===== src/rtl/rrx_cfg.svh =====
// Opcode, mask and reset-value constants for the transfer execute stage
`ifndef RRX_CFG_SVH
`define RRX_CFG_SVH

// ============================================================
// Instruction codes (9-bit words)
`define RRX_OPC_COPY_UPPER_TO_ACC 9'h01E
`define RRX_OPC_COPY_ACC_TO_UPPER 9'h00E
`define RRX_OPC_COPY_PTR_TO_ACC   9'h01F
`define RRX_OPC_COPY_ACC_TO_DPTR  9'h00C
`define RRX_OPC_PACK_INTO_WIDE    9'h01A
`define RRX_OPC_UNPACK_WIDE       9'h02A
`define RRX_OPC_LOAD_PAGE_PTR     9'h029
`define RRX_OPC_INC_DIGIT_PTR     9'h013
`define RRX_OPC_DEC_DIGIT_PTR     9'h017
`define RRX_OPC_SET_ROM_UPPER     9'h082
`define RRX_OPC_CLEAR_WATCHDOG    9'h00F
`define RRX_OPC_LOAD_ACC_FROM_RAM 9'h064
`define RRX_OPC_SWAP_ACC_RAM      9'h060
`define RRX_OPC_SWAP_AND_DEC      9'h06C
`define RRX_OPC_SWAP_AND_INC      9'h068
`define RRX_OPC_LOAD_PTR_PAIR     9'h0C0
`define RRX_OPC_ROM_LOOKUP        9'h090

// ============================================================
// Masks for opcodes carrying immediates
`define RRX_MASK_J      9'h1FC
`define RRX_MASK_PAIR   9'h1C0
`define RRX_MASK_LOOKUP 9'h1F0

// ============================================================
// Field positions
`define RRX_J_HI     1
`define RRX_J_LO     0
`define RRX_X_HI     5
`define RRX_X_LO     4
`define RRX_Y_HI     3
`define RRX_Y_LO     0
`define RRX_ROM_TOP  8
`define RRX_HI_NIB_H 7
`define RRX_HI_NIB_L 4
`define RRX_LO_NIB_H 3
`define RRX_LO_NIB_L 0
`define RRX_PAGE_H   2
`define RRX_PAGE_L   0

// ============================================================
// Reset values and pointer limits
`define RRX_RST_NIB  4'h0
`define RRX_RST_FP   2'h0
`define RRX_RST_D    3'h0
`define RRX_RST_E    8'h00
`define RRX_DPTR_MAX 4'hF
`define RRX_DPTR_MIN 4'h0
`define RRX_DPTR_ONE 4'h1

`endif


===== src/rtl/rrx_pkg.sv =====
// Types shared by the transfer execute stage modules
package rrx_pkg;

  // ============================================================
  // Decoded operation
  typedef enum logic [4:0] {
    RRX_OP_NONE,
    RRX_OP_UPPER_TO_ACC,
    RRX_OP_ACC_TO_UPPER,
    RRX_OP_PTR_TO_ACC,
    RRX_OP_ACC_TO_DPTR,
    RRX_OP_PACK,
    RRX_OP_UNPACK,
    RRX_OP_PAGE_PTR,
    RRX_OP_INC_DPTR,
    RRX_OP_DEC_DPTR,
    RRX_OP_SET_ROM_UPPER,
    RRX_OP_CLR_WATCHDOG,
    RRX_OP_LOAD_RAM,
    RRX_OP_SWAP_RAM,
    RRX_OP_SWAP_DEC,
    RRX_OP_SWAP_INC,
    RRX_OP_PTR_PAIR,
    RRX_OP_ROM_LOOKUP
  } rrx_op_t;

endpackage


===== src/rtl/rrx_ctl_if.sv =====
// Decoded-instruction carrier between decoder and its users
`timescale 1ns/1ns
interface rrx_ctl_if;
  import rrx_pkg::*;
  rrx_op_t    op;
  logic [1:0] imm_j;
  logic [1:0] imm_x;
  logic [3:0] imm_y;
  modport dec (output op, output imm_j, output imm_x, output imm_y);
  modport use_side (input op, input imm_j, input imm_x, input imm_y);
endinterface


===== src/rtl/rrx_exec.sv =====
// Execute stage for register, RAM pointer and RAM transfer instructions
//
// Behaviour
// RL1: copy_acc_to_digit_ptr loads digit pointer from accumulator, one cycle, carry untouched.
// RL2: set_rom_upper_flag sets rom_upper_enable; nothing else here changes it.
// RL3: rom_lookup_read loads carry from word bit 8 only when rom_upper_enable set.
// RL4: clear_watchdog_flag clears watchdog_flag_one in one cycle, no carry change, no skip.
// RL5: load_acc_from_ram copies addressed RAM nibble into accumulator, RAM kept.
// RL6: The three swap instructions exchange accumulator and addressed RAM nibble in one cycle.
// RL7: After RAM access the four RAM transfers xor the file pointer with j.
// RL8: swap_and_dec and dec_digit_ptr decrement digit pointer; skip next when result is 15.
// RL9: swap_and_inc and inc_digit_ptr increment digit pointer; skip next when result is 0.
// RL10: load_pointer_pair loads both pointers; directly following pair loads are skipped.
// RL11: copy_upper_to_acc loads accumulator from B in one cycle, carry untouched.
// RL12: copy_acc_to_upper loads B from accumulator in one cycle, carry untouched.
// RL13: copy_ptr_to_acc loads accumulator from digit pointer in one cycle, carry untouched.
// RL14: pack_into_wide writes B to E high nibble and accumulator to E low.
// RL15: unpack_wide loads B from E high nibble and accumulator from E low.
// RL16: load_page_ptr loads D from the three low accumulator bits.
// RL17: A skipped instruction is fetched and all its effects but the pair-load mark for RL10 are suppressed, one cycle.
// RL18: ram_pointer is file pointer concatenated with digit pointer, addressing 64 nibbles.
`timescale 1ns/1ns
`include "rrx_cfg.svh"
module rrx_exec
  import rrx_pkg::*;
(
  input  wire logic       clk,
  input  wire logic       rst,
  input  wire logic       instr_valid,
  input  wire logic [8:0] instr,
  input  wire logic [3:0] ram_rdata,
  output logic      [5:0] ram_addr,
  output logic      [3:0] ram_wdata,
  output logic            ram_we,
  output logic            lookup_start,
  input  wire logic       lookup_done,
  input  wire logic [8:0] lookup_word,
  input  wire logic       watchdog_set,
  output logic            skip_next,
  output logic      [3:0] acc_r,
  output logic      [3:0] upper_r,
  output logic      [1:0] file_ptr,
  output logic      [3:0] digit_ptr,
  output logic      [2:0] page_r,
  output logic      [7:0] wide_r,
  output logic            carry_flag_r,
  output logic            rom_upper_enable_r,
  output logic            watchdog_flag_one_r
);

  // ============================================================
  // Decode
  rrx_ctl_if ctl ();

  rrx_decode u_decode (
    .instr (instr),
    .ctl   (ctl.dec)
  );

  logic       skip_pend_r;
  logic       prev_pair_r;
  logic       exec_en;
  logic       ptr_skip;
  logic [3:0] acc_nxt;
  logic [3:0] upper_nxt;

  // A pending skip, or a pair load right after another, turns the word into a no-op
  wire logic is_pair  = ctl.op == RRX_OP_PTR_PAIR;
  wire logic suppress = skip_pend_r || (is_pair && prev_pair_r); // RL10 RL17
  assign exec_en = instr_valid && !suppress; // RL17

  // ============================================================
  // Pointer unit
  rrx_ptr u_ptr (
    .clk         (clk),
    .rst         (rst),
    .exec_en     (exec_en),
    .acc         (acc_r),
    .ctl         (ctl.use_side),
    .file_ptr_r  (file_ptr),
    .digit_ptr_r (digit_ptr),
    .skip_hit    (ptr_skip)
  );

  // ============================================================
  // RAM port: address from the pointers before they update
  wire logic ram_load = ctl.op == RRX_OP_LOAD_RAM;
  wire logic ram_swap = ctl.op inside {RRX_OP_SWAP_RAM, RRX_OP_SWAP_DEC, RRX_OP_SWAP_INC};
  assign ram_addr  = {file_ptr, digit_ptr}; // RL18
  assign ram_wdata = acc_r;                 // RL6
  assign ram_we    = exec_en && ram_swap;   // RL6
  assign skip_next = ptr_skip;

  // Lookup is fetched by the core; only its returned word lands here
  assign lookup_start = exec_en && ctl.op == RRX_OP_ROM_LOOKUP;

  // ============================================================
  // Accumulator and B next values
  always_comb begin
    acc_nxt   = acc_r;
    upper_nxt = upper_r;
    if (exec_en) begin
      unique case (ctl.op)
        RRX_OP_UPPER_TO_ACC: acc_nxt = upper_r;   // RL11
        RRX_OP_ACC_TO_UPPER: upper_nxt = acc_r;   // RL12
        RRX_OP_PTR_TO_ACC:   acc_nxt = digit_ptr; // RL13
        RRX_OP_UNPACK: begin
          upper_nxt = wide_r[`RRX_HI_NIB_H:`RRX_HI_NIB_L]; // RL15
          acc_nxt   = wide_r[`RRX_LO_NIB_H:`RRX_LO_NIB_L]; // RL15
        end
        RRX_OP_LOAD_RAM, RRX_OP_SWAP_RAM,
        RRX_OP_SWAP_DEC, RRX_OP_SWAP_INC: acc_nxt = ram_rdata; // RL5 RL6
        default: ;
      endcase
    end
    // Lookup data returns some cycles after issue, on its own strobe
    if (lookup_done) begin
      upper_nxt = lookup_word[`RRX_HI_NIB_H:`RRX_HI_NIB_L];
      acc_nxt   = lookup_word[`RRX_LO_NIB_H:`RRX_LO_NIB_L];
    end
  end

  // ============================================================
  // Data registers
  always_ff @(posedge clk or posedge rst) begin
    if (rst) begin
      acc_r   <= `RRX_RST_NIB;
      upper_r <= `RRX_RST_NIB;
    end else begin
      acc_r   <= acc_nxt;
      upper_r <= upper_nxt;
    end
  end

  // E and D registers
  always_ff @(posedge clk or posedge rst) begin
    if (rst) begin
      wide_r <= `RRX_RST_E;
      page_r <= `RRX_RST_D;
    end else if (exec_en && ctl.op == RRX_OP_PACK) begin
      wide_r <= {upper_r, acc_r}; // RL14
    end else if (exec_en && ctl.op == RRX_OP_PAGE_PTR) begin
      page_r <= acc_r[`RRX_PAGE_H:`RRX_PAGE_L]; // RL16
    end
  end

  // ============================================================
  // Flags; carry moves only on a lookup return with the upper flag set
  always_ff @(posedge clk or posedge rst) begin
    if (rst) begin
      carry_flag_r       <= 1'h0;
      rom_upper_enable_r <= 1'h0;
    end else begin
      if (lookup_done && rom_upper_enable_r) begin
        carry_flag_r <= lookup_word[`RRX_ROM_TOP]; // RL3
      end
      if (exec_en && ctl.op == RRX_OP_SET_ROM_UPPER) begin
        rom_upper_enable_r <= 1'h1; // RL2
      end
    end
  end

  // Watchdog flag: the timer's set wins over a clear in the same cycle
  always_ff @(posedge clk or posedge rst) begin
    if (rst) begin
      watchdog_flag_one_r <= 1'h0;
    end else if (watchdog_set) begin
      watchdog_flag_one_r <= 1'h1;
    end else if (exec_en && ctl.op == RRX_OP_CLR_WATCHDOG) begin
      watchdog_flag_one_r <= 1'h0; // RL4
    end
  end

  // ============================================================
  // Skip state: one pending skip consumes the next fetched word
  always_ff @(posedge clk or posedge rst) begin
    if (rst) begin
      skip_pend_r <= 1'h0;
      prev_pair_r <= 1'h0;
    end else if (instr_valid) begin
      skip_pend_r <= ptr_skip; // RL8 RL9 RL17
      prev_pair_r <= is_pair;  // RL10
    end
  end

endmodule


===== src/rtl/rrx_decode.sv =====
// Instruction decoder for the transfer group
`timescale 1ns/1ns
`include "rrx_cfg.svh"
module rrx_decode
  import rrx_pkg::*;
(
  input  wire logic [8:0] instr,
  rrx_ctl_if.dec          ctl
);

  // ============================================================
  // Opcode matches; immediates are masked off before comparing
  wire logic [8:0] op_j      = instr & `RRX_MASK_J;
  wire logic       hit_pair  = (instr & `RRX_MASK_PAIR) == `RRX_OPC_LOAD_PTR_PAIR;
  wire logic       hit_look  = (instr & `RRX_MASK_LOOKUP) == `RRX_OPC_ROM_LOOKUP;
  wire logic       hit_lram  = op_j == `RRX_OPC_LOAD_ACC_FROM_RAM;
  wire logic       hit_swap  = op_j == `RRX_OPC_SWAP_ACC_RAM;
  wire logic       hit_sdec  = op_j == `RRX_OPC_SWAP_AND_DEC;
  wire logic       hit_sinc  = op_j == `RRX_OPC_SWAP_AND_INC;

  // Priority chain; codes are disjoint so order only matters for readability
  assign ctl.op =
    hit_pair                            ? RRX_OP_PTR_PAIR :
    hit_look                            ? RRX_OP_ROM_LOOKUP :
    hit_lram                            ? RRX_OP_LOAD_RAM :
    hit_swap                            ? RRX_OP_SWAP_RAM :
    hit_sdec                            ? RRX_OP_SWAP_DEC :
    hit_sinc                            ? RRX_OP_SWAP_INC :
    instr == `RRX_OPC_COPY_UPPER_TO_ACC ? RRX_OP_UPPER_TO_ACC :
    instr == `RRX_OPC_COPY_ACC_TO_UPPER ? RRX_OP_ACC_TO_UPPER :
    instr == `RRX_OPC_COPY_PTR_TO_ACC   ? RRX_OP_PTR_TO_ACC :
    instr == `RRX_OPC_COPY_ACC_TO_DPTR  ? RRX_OP_ACC_TO_DPTR :
    instr == `RRX_OPC_PACK_INTO_WIDE    ? RRX_OP_PACK :
    instr == `RRX_OPC_UNPACK_WIDE       ? RRX_OP_UNPACK :
    instr == `RRX_OPC_LOAD_PAGE_PTR     ? RRX_OP_PAGE_PTR :
    instr == `RRX_OPC_INC_DIGIT_PTR     ? RRX_OP_INC_DPTR :
    instr == `RRX_OPC_DEC_DIGIT_PTR     ? RRX_OP_DEC_DPTR :
    instr == `RRX_OPC_SET_ROM_UPPER     ? RRX_OP_SET_ROM_UPPER :
    instr == `RRX_OPC_CLEAR_WATCHDOG    ? RRX_OP_CLR_WATCHDOG :
                                          RRX_OP_NONE;

  // Immediate fields
  assign ctl.imm_j = instr[`RRX_J_HI:`RRX_J_LO];
  assign ctl.imm_x = instr[`RRX_X_HI:`RRX_X_LO];
  assign ctl.imm_y = instr[`RRX_Y_HI:`RRX_Y_LO];

endmodule


===== src/rtl/rrx_ptr.sv =====
// RAM file and digit pointer unit with pointer skip detection
`timescale 1ns/1ns
`include "rrx_cfg.svh"
module rrx_ptr
  import rrx_pkg::*;
(
  input  wire logic       clk,
  input  wire logic       rst,
  input  wire logic       exec_en,
  input  wire logic [3:0] acc,
  rrx_ctl_if.use_side     ctl,
  output logic      [1:0] file_ptr_r,
  output logic      [3:0] digit_ptr_r,
  output logic            skip_hit
);

  logic [1:0] file_ptr_nxt;
  logic [3:0] digit_ptr_nxt;

  // ============================================================
  // Operation classes
  wire logic is_ram  = ctl.op inside {RRX_OP_LOAD_RAM, RRX_OP_SWAP_RAM,
                                      RRX_OP_SWAP_DEC, RRX_OP_SWAP_INC};
  wire logic is_dec  = ctl.op inside {RRX_OP_SWAP_DEC, RRX_OP_DEC_DPTR};
  wire logic is_inc  = ctl.op inside {RRX_OP_SWAP_INC, RRX_OP_INC_DPTR};
  wire logic is_pair = ctl.op == RRX_OP_PTR_PAIR;
  wire logic is_tya  = ctl.op == RRX_OP_ACC_TO_DPTR;

  // Four-bit arithmetic wraps modulo 16 by width alone
  wire logic [3:0] dptr_dec = digit_ptr_r - `RRX_DPTR_ONE; // RL8
  wire logic [3:0] dptr_inc = digit_ptr_r + `RRX_DPTR_ONE; // RL9

  // Next pointer values; xor is applied after the RAM access uses the old pointer
  assign file_ptr_nxt  = is_pair ? ctl.imm_x :              // RL10
                         is_ram  ? file_ptr_r ^ ctl.imm_j : // RL7
                                   file_ptr_r;
  assign digit_ptr_nxt = is_pair ? ctl.imm_y : // RL10
                         is_tya  ? acc :       // RL1
                         is_dec  ? dptr_dec :
                         is_inc  ? dptr_inc :
                                   digit_ptr_r;

  // Skip request on wrap of the digit pointer
  assign skip_hit = exec_en && ((is_dec && dptr_dec == `RRX_DPTR_MAX) || // RL8
                                (is_inc && dptr_inc == `RRX_DPTR_MIN));  // RL9

  // Pointer registers update only on executed instructions
  always_ff @(posedge clk or posedge rst) begin
    if (rst) begin
      file_ptr_r  <= `RRX_RST_FP;
      digit_ptr_r <= `RRX_RST_NIB;
    end else if (exec_en) begin
      file_ptr_r  <= file_ptr_nxt;
      digit_ptr_r <= digit_ptr_nxt;
    end
  end

endmodule


===== config.mk =====
export PLATFORM = sky130hd
export DESIGN_NAME = rrx_exec
export DESIGN_NICKNAME = d
export VERILOG_FILES = /design/src/rtl/rrx_pkg.sv /design/src/rtl/rrx_ctl_if.sv /design/src/rtl/rrx_exec.sv /design/src/rtl/rrx_decode.sv /design/src/rtl/rrx_ptr.sv
export VERILOG_INCLUDE_DIRS = /design/src /design/src/rtl
export SDC_FILE = /design/constraint.sdc
export NUM_CORES = 1
export LEC_CHECK = 0
export ABC_AREA = 1
export BUFFER_PORTS_ARGS = -buffer_cell sky130_fd_sc_hd__buf_2
export CORE_AREA = 4 4 91 93
export CTS_BUF_LIST = sky130_fd_sc_hd__clkbuf_2 sky130_fd_sc_hd__clkbuf_4 sky130_fd_sc_hd__clkbuf_8
export CTS_CLUSTER_SIZE = 8
export DETAILED_ROUTE_END_ITERATION = 12
export DIE_AREA = 0 0 95 97
export REMOVE_ABC_BUFFERS = 1
export SLEW_MARGIN = 20
export SYNTH_ARGS = -nofsm -noshare
export SYNTH_HDL_FRONTEND = slang
export SYNTH_SLANG_ARGS = --single-unit

===== constraint.sdc =====
create_clock -name clk -period 2.35 [get_ports clk]
set_input_delay 0.235 -clock clk [delete_from_list [all_inputs] [get_ports clk]]
set_output_delay 0.235 -clock clk [all_outputs]
set_load 0.01 [all_outputs]

==> results by group, run 1 <==
STA
  – Setup violators final: 0
  – Minimum clock period: between 2000 and 2500 ps
  – Max-slew violation count: 0
  – Setup ws final: between 200 and 250 ps
  – Fin. Hold Viols: 0
  – Crit share post-route: between 90% and 100%
  – Relative slew slack: a little over two thirds
  – Worst-Margin Slew: approximately 450 ps
  – Clock skew: roughly 5.5 ps
  – Total negative slack: 0 ps
  – Max Fclk: 471.7 MHz
  – RSZ-0062 raised after global routing: no

Clocking
  – CTS H-tree depth: 2
  – Clock Tree Root: clkbuf_8
  – TritonCTS clock tree: built
  – PostCTS Resize Cnt: 0
  – CTS buffer count: 5
  – Max clock buf depth: 2
  – Clk_lat worst skew: roughly 280 ps
  – Clock Sinks: 30
  – Post-CTS setup buffer count: 0
  – # hold bufs at CTS: 0
  – Reg clk slew, reported paths: 70 ps

Routing
  – Wire length per cell: 13.36 um
  – DR DRC count: 0
  – Routed Antenna Nets: 0
  – Via/cell ratio: 4.695
  – Initial detailed-routing violation count: 133
  – DRT Wirelength: 6399 um
  – Vias: between 2,000 and 2,500
  – Detailed Routing Iterations Pass 1: 4

Logic synthesis
  – #FFs+latches synth: 30
  – Top FF cell, synth: dfrtp_1
  – Async SR Flop Fraction: 100.0%
  – Mapped Area: approximately 2200 um2
  – Most frequent cell after synthesis: nand2_1
  – Top cells by count, synth: 67 x nand2_1, 38 x o21ai_0, 37 x inv_1
  – Largest area contributor in the netlist: dfrtp_1
  – Yosys cell types: 36
  – Register area share after synthesis: around 34%
  – Synth top area cells: dfrtp_1 34%, nand2_1 11%, o21ai_0 8.6%, inv_1 6.3%, nand3_1 5.4%
  – Post-synth top area share: between 30 and 40%
  – Post-synth EDFFs: 0
  – Synth warnings: 0
  – Avg Inst Size Synth: 7.027 um2
  – Post-Syn Instances: 315

Global route
  – Initial antenna violation count: 0
  – Met1 usage: a little under a fifth
  – Grt ovf: 0
  – Met2 Usage GRT: about a quarter
  – First-pass GRT wire length: about 10,000 um
  – Met3 GRT Util: between 3 and 4%
  – Vias in the first global route: between 2,000 and 2,500
  – Pin count of the biggest net entering global routing: 31
  – Gr usage total: between 10% and 20%
  – Top Usage Layer GRT: met2

Power
  – Worst VDD drop: 0.2395 mV
  – Power Dens Cells: roughly 660 nW/um2
  – PnR Total Power: about 1800 uW
  – P_leak: between 0.001 and 0.0015 uW

Place
  – Detailed placement HPWL: 5104 um
  – Gpl congestion: just over 0.9
  – I/O Buffers: 67
  – Place WS: around 290 ps

Job
  – Number of max-cap violations: 0

Floorplanning
  – Initial Util: between 20 and 30%
  – Die width: 95 um
  – Die area: 9215 um2
  – Die Y: 97 um
  – Top Ports: 68
  – # rows: 32
  – Core Region: between 7000 and 8000 um2

Cells and area
  – Area growth, synth to finish: 21.09%
  – Diode count: 0
  – Nets: slightly above 400
  – Ratio of cells with drive above 1 in the final layout: 28.12%

Critical path
  – Startpoint types: flop
  – WP data required: 2120 ps
  – WP data arrival: approximately 1900 ps
  – Worst Path Max Fanout: 9
  – Worst Reg2Reg Path Length in Cells: 7
  – Critical Path End Type: output pin
  – Flop-to-flop setup slack: 720 ps
  – Crit Path Category: flop to output pin

Run status
  – Status: complete, no violations

Min path
  – Type of the worst min-delay path: primary input to asynchronous set/reset pin
==> per-stage QoR <==
| stage | cells | instance area, um2 | hold slack [ps] | util, % |
|---|---|---|---|---|
| after floorplan | 301 | 2115 | 323.8 | - |
| after global placement | 471 | 2585 | 340.3 | 34.34 |
| after detailed placement | 471 | 2585 | 349.5 | 34.34 |
| after CTS | 479 | 2680 | 38.99 | 35.61 |
| after global routing | 479 | 2680 | 76.43 | 35.61 |
| final | 479 | 2680 | 18.03 | 35.61 |
==> power breakdown <==
group          internal (uW)  total, uW  switching [uW]
clock network            236        453             217
registers                590        696             106
logic                    252        627             375
total                   1080       1780             698
==> cell type report <==
type,instances,area (um2)
flip-flops and latches,30,750.7
inverters,46,172.7
clock buffers,6,82.58
clock inverters,2,12.51
repair buffers,68,342.8
well taps,102,127.6
multi-input cells,225,1191
fillers,866,4847
==> final timing paths <==
check | start | endpoint
min in group clk | watchdog_set | watchdog_flag_one_r$_DFFE_PP0P_
setup reg to reg | u_ptr.digit_ptr_r[1]$_DFFE_PP0P_ | skip_pend_r$_DFFE_PP0P_
setup / recovery | u_ptr.digit_ptr_r[1]$_DFFE_PP0P_ | skip_next
hold / removal | rst | u_ptr.digit_ptr_r[2]$_DFFE_PP0P_
max in group asynchronous | rst | rom_upper_enable_r$_DFFE_PP0P_
hold reg to reg | page_r[1]$_DFFE_PP0P_ | page_r[1]$_DFFE_PP0P_
==> registers in the layout, indices dropped and copies added, names as in the netlist <==
signal	count
wide_r	8
acc_r	4
u_ptr.digit_ptr_r	4
upper_r	4
page_r	3
u_ptr.file_ptr_r	2
carry_flag_r	1
prev_pair_r	1
rom_upper_enable_r	1
skip_pend_r	1
watchdog_flag_one_r	1
==> layout by cell type (no fill, tap or decap), types with 2 or more instances in the layout <==
cell type and n:
inv_2 8, nor2_1 27, xor2_1 2, nand4_1 6
o21ai_0 38, clkbuf_8 6, nand3_2 2, o311ai_0 2
nor2_4 3, buf_2 67, nand3_4 2, o22ai_1 2
a31oi_1 3, a21oi_1 12, nand2_2 8, inv_1 37
o211ai_1 7, nand2_1 67, dfrtp_1 30, nor2_2 4
nand3_1 24, ha_1 4, xnor2_1 2
==> logic make-up (layout without fill, tap and decap cells) <==
family	count (synthesis)	count (layout)	synth area share (%)
adders and majority gates	4	4	2.261
buffers and inverters	60	122	12.27
AOI/OAI and AO/OA	70	70	17.92
DFF	30	30	33.92
xor gates and xnor gates	4	4	1.583
and+or+nand+nor	147	147	32.05
==> critical path: stages (launching register included) <==
cell and delay, ps:
dfrtp_1 490, ha_1 240, xor2_1 160, nor3b_1 320, nand2_1 120, a21oi_2 140, buf_2 140
==> per-layer routing <==
layer  vias up  part of all wire, %
li1       1161                    -
met3        10                  4.7
met2        63                   47
met4         0                  1.6
met1      1015                   47
met5         -                    0
(Power assumes the default switching activity.)
==> inputs of run 2 (changes only) <==
--- a/config.mk
+++ b/config.mk
@@ -8,11 +8,14 @@
 export LEC_CHECK = 0
 export ABC_AREA = 1
 export BUFFER_PORTS_ARGS = -buffer_cell sky130_fd_sc_hd__buf_2
+export CELL_PAD_IN_SITES_DETAIL_PLACEMENT = 0
+export CELL_PAD_IN_SITES_GLOBAL_PLACEMENT = 2
 export CORE_AREA = 4 4 91 93
 export CTS_BUF_LIST = sky130_fd_sc_hd__clkbuf_2 sky130_fd_sc_hd__clkbuf_4 sky130_fd_sc_hd__clkbuf_8
 export CTS_CLUSTER_SIZE = 8
 export DETAILED_ROUTE_END_ITERATION = 12
 export DIE_AREA = 0 0 95 97
+export PLACE_DENSITY_LB_ADDON = 0.1
 export REMOVE_ABC_BUFFERS = 1
 export SLEW_MARGIN = 20
 export SYNTH_ARGS = -nofsm -noshare
==> run 2 against run 1 <==
Die area stayed put; register-to-register slack better by 30 ps; critical path depth is 10 higher; final cell count is 0.21% higher; non-clock buffer count is 2 higher; sequential power hardly changed; critical path type is now primary input to output pin.
==> results by group, run 2 (synthesis results as in run 1) <==
Run status
  – Status: complete, no violations

Global route
  – Gr usage total: roughly 16%
  – Pin count of the biggest net entering global routing: 31
  – Vias in the first global route: ~2,200
  – First-pass GRT wire length: roughly 11,000 um
  – Grt ovf: 0
  – Initial antenna violation count: 0

STA
  – RSZ-0062 raised after global routing: no
  – Max Fclk: around 470 MHz
  – Total negative slack: 0 ps
  – Minimum clock period: between 2000 and 2500 ps
  – Relative slew slack: between 70 and 80%
  – Worst-Margin Slew: ~420 ps
  – Setup violators final: 0
  – Max-slew violation count: 0
  – Clock skew: 9.355 ps
  – Crit share post-route: about nine tenths
  – Fin. Hold Viols: 0

Routing
  – Vias: 2,238
  – Routed Antenna Nets: 0
  – Via/cell ratio: roughly 4.7
  – DR DRC count: 0
  – Detailed Routing Iterations Pass 1: 4
  – Wire length per cell: ~14 um
  – DRT Wirelength: between 6000 and 7000 um
  – Initial detailed-routing violation count: between 100 and 150

Clocking
  – CTS buffer count: 5
  – PostCTS Resize Cnt: 0
  – Reg clk slew, reported paths: around 60 ps
  – Clock Tree Root: clkbuf_8
  – Clock Sinks: 30
  – # hold bufs at CTS: 0
  – TritonCTS clock tree: built
  – CTS H-tree depth: 2
  – Post-CTS setup buffer count: 0
  – Clk_lat worst skew: between 200 and 300 ps
  – Max clock buf depth: 2

Place
  – Placed cells: about 470
  – Gpl congestion: between 0.8 and 0.9
  – Detailed placement HPWL: 5542 um
  – I/O Buffers: 67

Cells and area
  – Fin cells: 480
  – Top reg by flops: wide_r
  – Area growth, synth to finish: 21.03%
  – Commonest cells after routing, fill and taps aside: 67 x nand2_1, 67 x buf_2, 38 x o21ai_0
  – Diode count: 0
  – Multi-input gate area: 1191 um2
  – Ratio of cells with drive above 1 in the final layout: roughly 28%
  – Max FFs per register: 8
  – Register area: 750.7 um2
  – Nets: approximately 410
  – Number of fillers in the final layout: between 800 and 900

Floorplanning
  – Die width: about 95 um
  – Die area: 9215 um2
  – Top Ports: slightly below 70
  – Core Region: 7527 um2
  – # rows: 32
  – Die Y: 97 um
  – Initial Util: 29.40%

Min path
  – Type of the worst min-delay path: primary input to asynchronous set/reset pin

Power
  – Power Dens Cells: about 650 nW/um2
  – P_leak: between 0.001 and 0.0015 uW
  – Worst VDD drop: 0.2683 mV

Critical path
  – Critical Path, Cell by Cell: buf_2, inv_2, nor2_4, inv_2, nor2_4, nand2_2, nand2_2, nor2_2, nand3_2, nand2_2, inv_1, nand3_1, nand2_1, nand2_1, a21oi_2, buf_2
  – Slowest CP cell: nand2_2
  – Crit path buf inv count: 5
  – Cell family with most CP delay: simple AND/OR/NAND/NOR gates
  – Crit Path Category: primary input to output pin
  – WP data arrival: around 1900 ps
  – Max incr delay on CP: approximately 190 ps
  – Most common cell on crit path: nand2_2
  – Critical Path End Type: output pin
  – Startpoint types: primary input
  – WP data required: 2120 ps
  – Worst Path Max Fanout: 11

Job
  – Number of max-cap violations: 0
==> run 2: cell types whose count changed in the layout (fill, tap and decap cells not counted), sizes merged <==
cell,before,now
clkinvlp,1,0
clkinv,2,3
buf,68,70
clkbuf,6,5
==> run 2: power by group <==
| part | leakage (uW) | switching, uW | internal, uW |
|---|---|---|---|
| registers | 0.000384 | 106 | 590 |
| logic | 0.00101 | 386 | 254 |
| clock network | 0.0000438 | 200 | 199 |
==> run 2: final cells by class <==
cell class | count | area share, %
well taps | 102 | 4.764
multi-input cells | 225 | 44.47
flip-flops and latches | 30 | 28.02
clock inverters | 2 | 0.3737
inverters | 46 | 6.446
clock buffers | 5 | 2.569
repair buffers | 70 | 13.36
==> run 2: per-stage QoR <==
stage                     hold slack (ps)  total power [uW]  cell area (um2)  setup WS (ps)  util [%]
after detailed placement            346.4              1353             2600          214.1     34.54
after CTS                           42.83              1757             2679          207.9     35.59
after floorplan                     323.8              1082             2115          734.0         -
after global placement              345.5              1357             2600          152.9     34.54
final                               22.65              1735             2679          233.9     35.59
after global routing                78.45              1880             2679          41.78     35.59
==> run 2: layer usage <==
metal	GRT usage [%]	routed length (um)
met1	22.47	3373
met2	23.70	3064
met4	4.329	76
met5	0	0
met3	3.421	336
==> run 2: worst paths after layout <==
| kind | start | to | slack, ps | cells past startpoint |
|---|---|---|---|---|
| setup reg to reg | u_ptr.digit_ptr_r[1]$_DFFE_PP0P_ | skip_pend_r$_DFFE_PP0P_ | 750 | 7 |
| setup / recovery | instr[1] | skip_next | 230 | 16 |
| max in group asynchronous | rst | u_ptr.file_ptr_r[0]$_DFFE_PP0P_ | 2020 | 3 |
| min in group clk | watchdog_set | watchdog_flag_one_r$_DFFE_PP0P_ | 140 | 3 |
| hold / removal | rst | watchdog_flag_one_r$_DFFE_PP0P_ | 20 | 3 |
| hold reg to reg | page_r[0]$_DFFE_PP0P_ | page_r[0]$_DFFE_PP0P_ | 500 | 2 |
==> run 2: worst register-to-register path: cells and delay by family, from the launching register on <==
family,cells,cell delay [ps]
AO/OA/AOI/OAI,2,160
XOR/XNOR,1,160
adder cells (fa/ha/maj),1,240
AND/OR/NAND/NOR,3,480
flip-flops,1,490
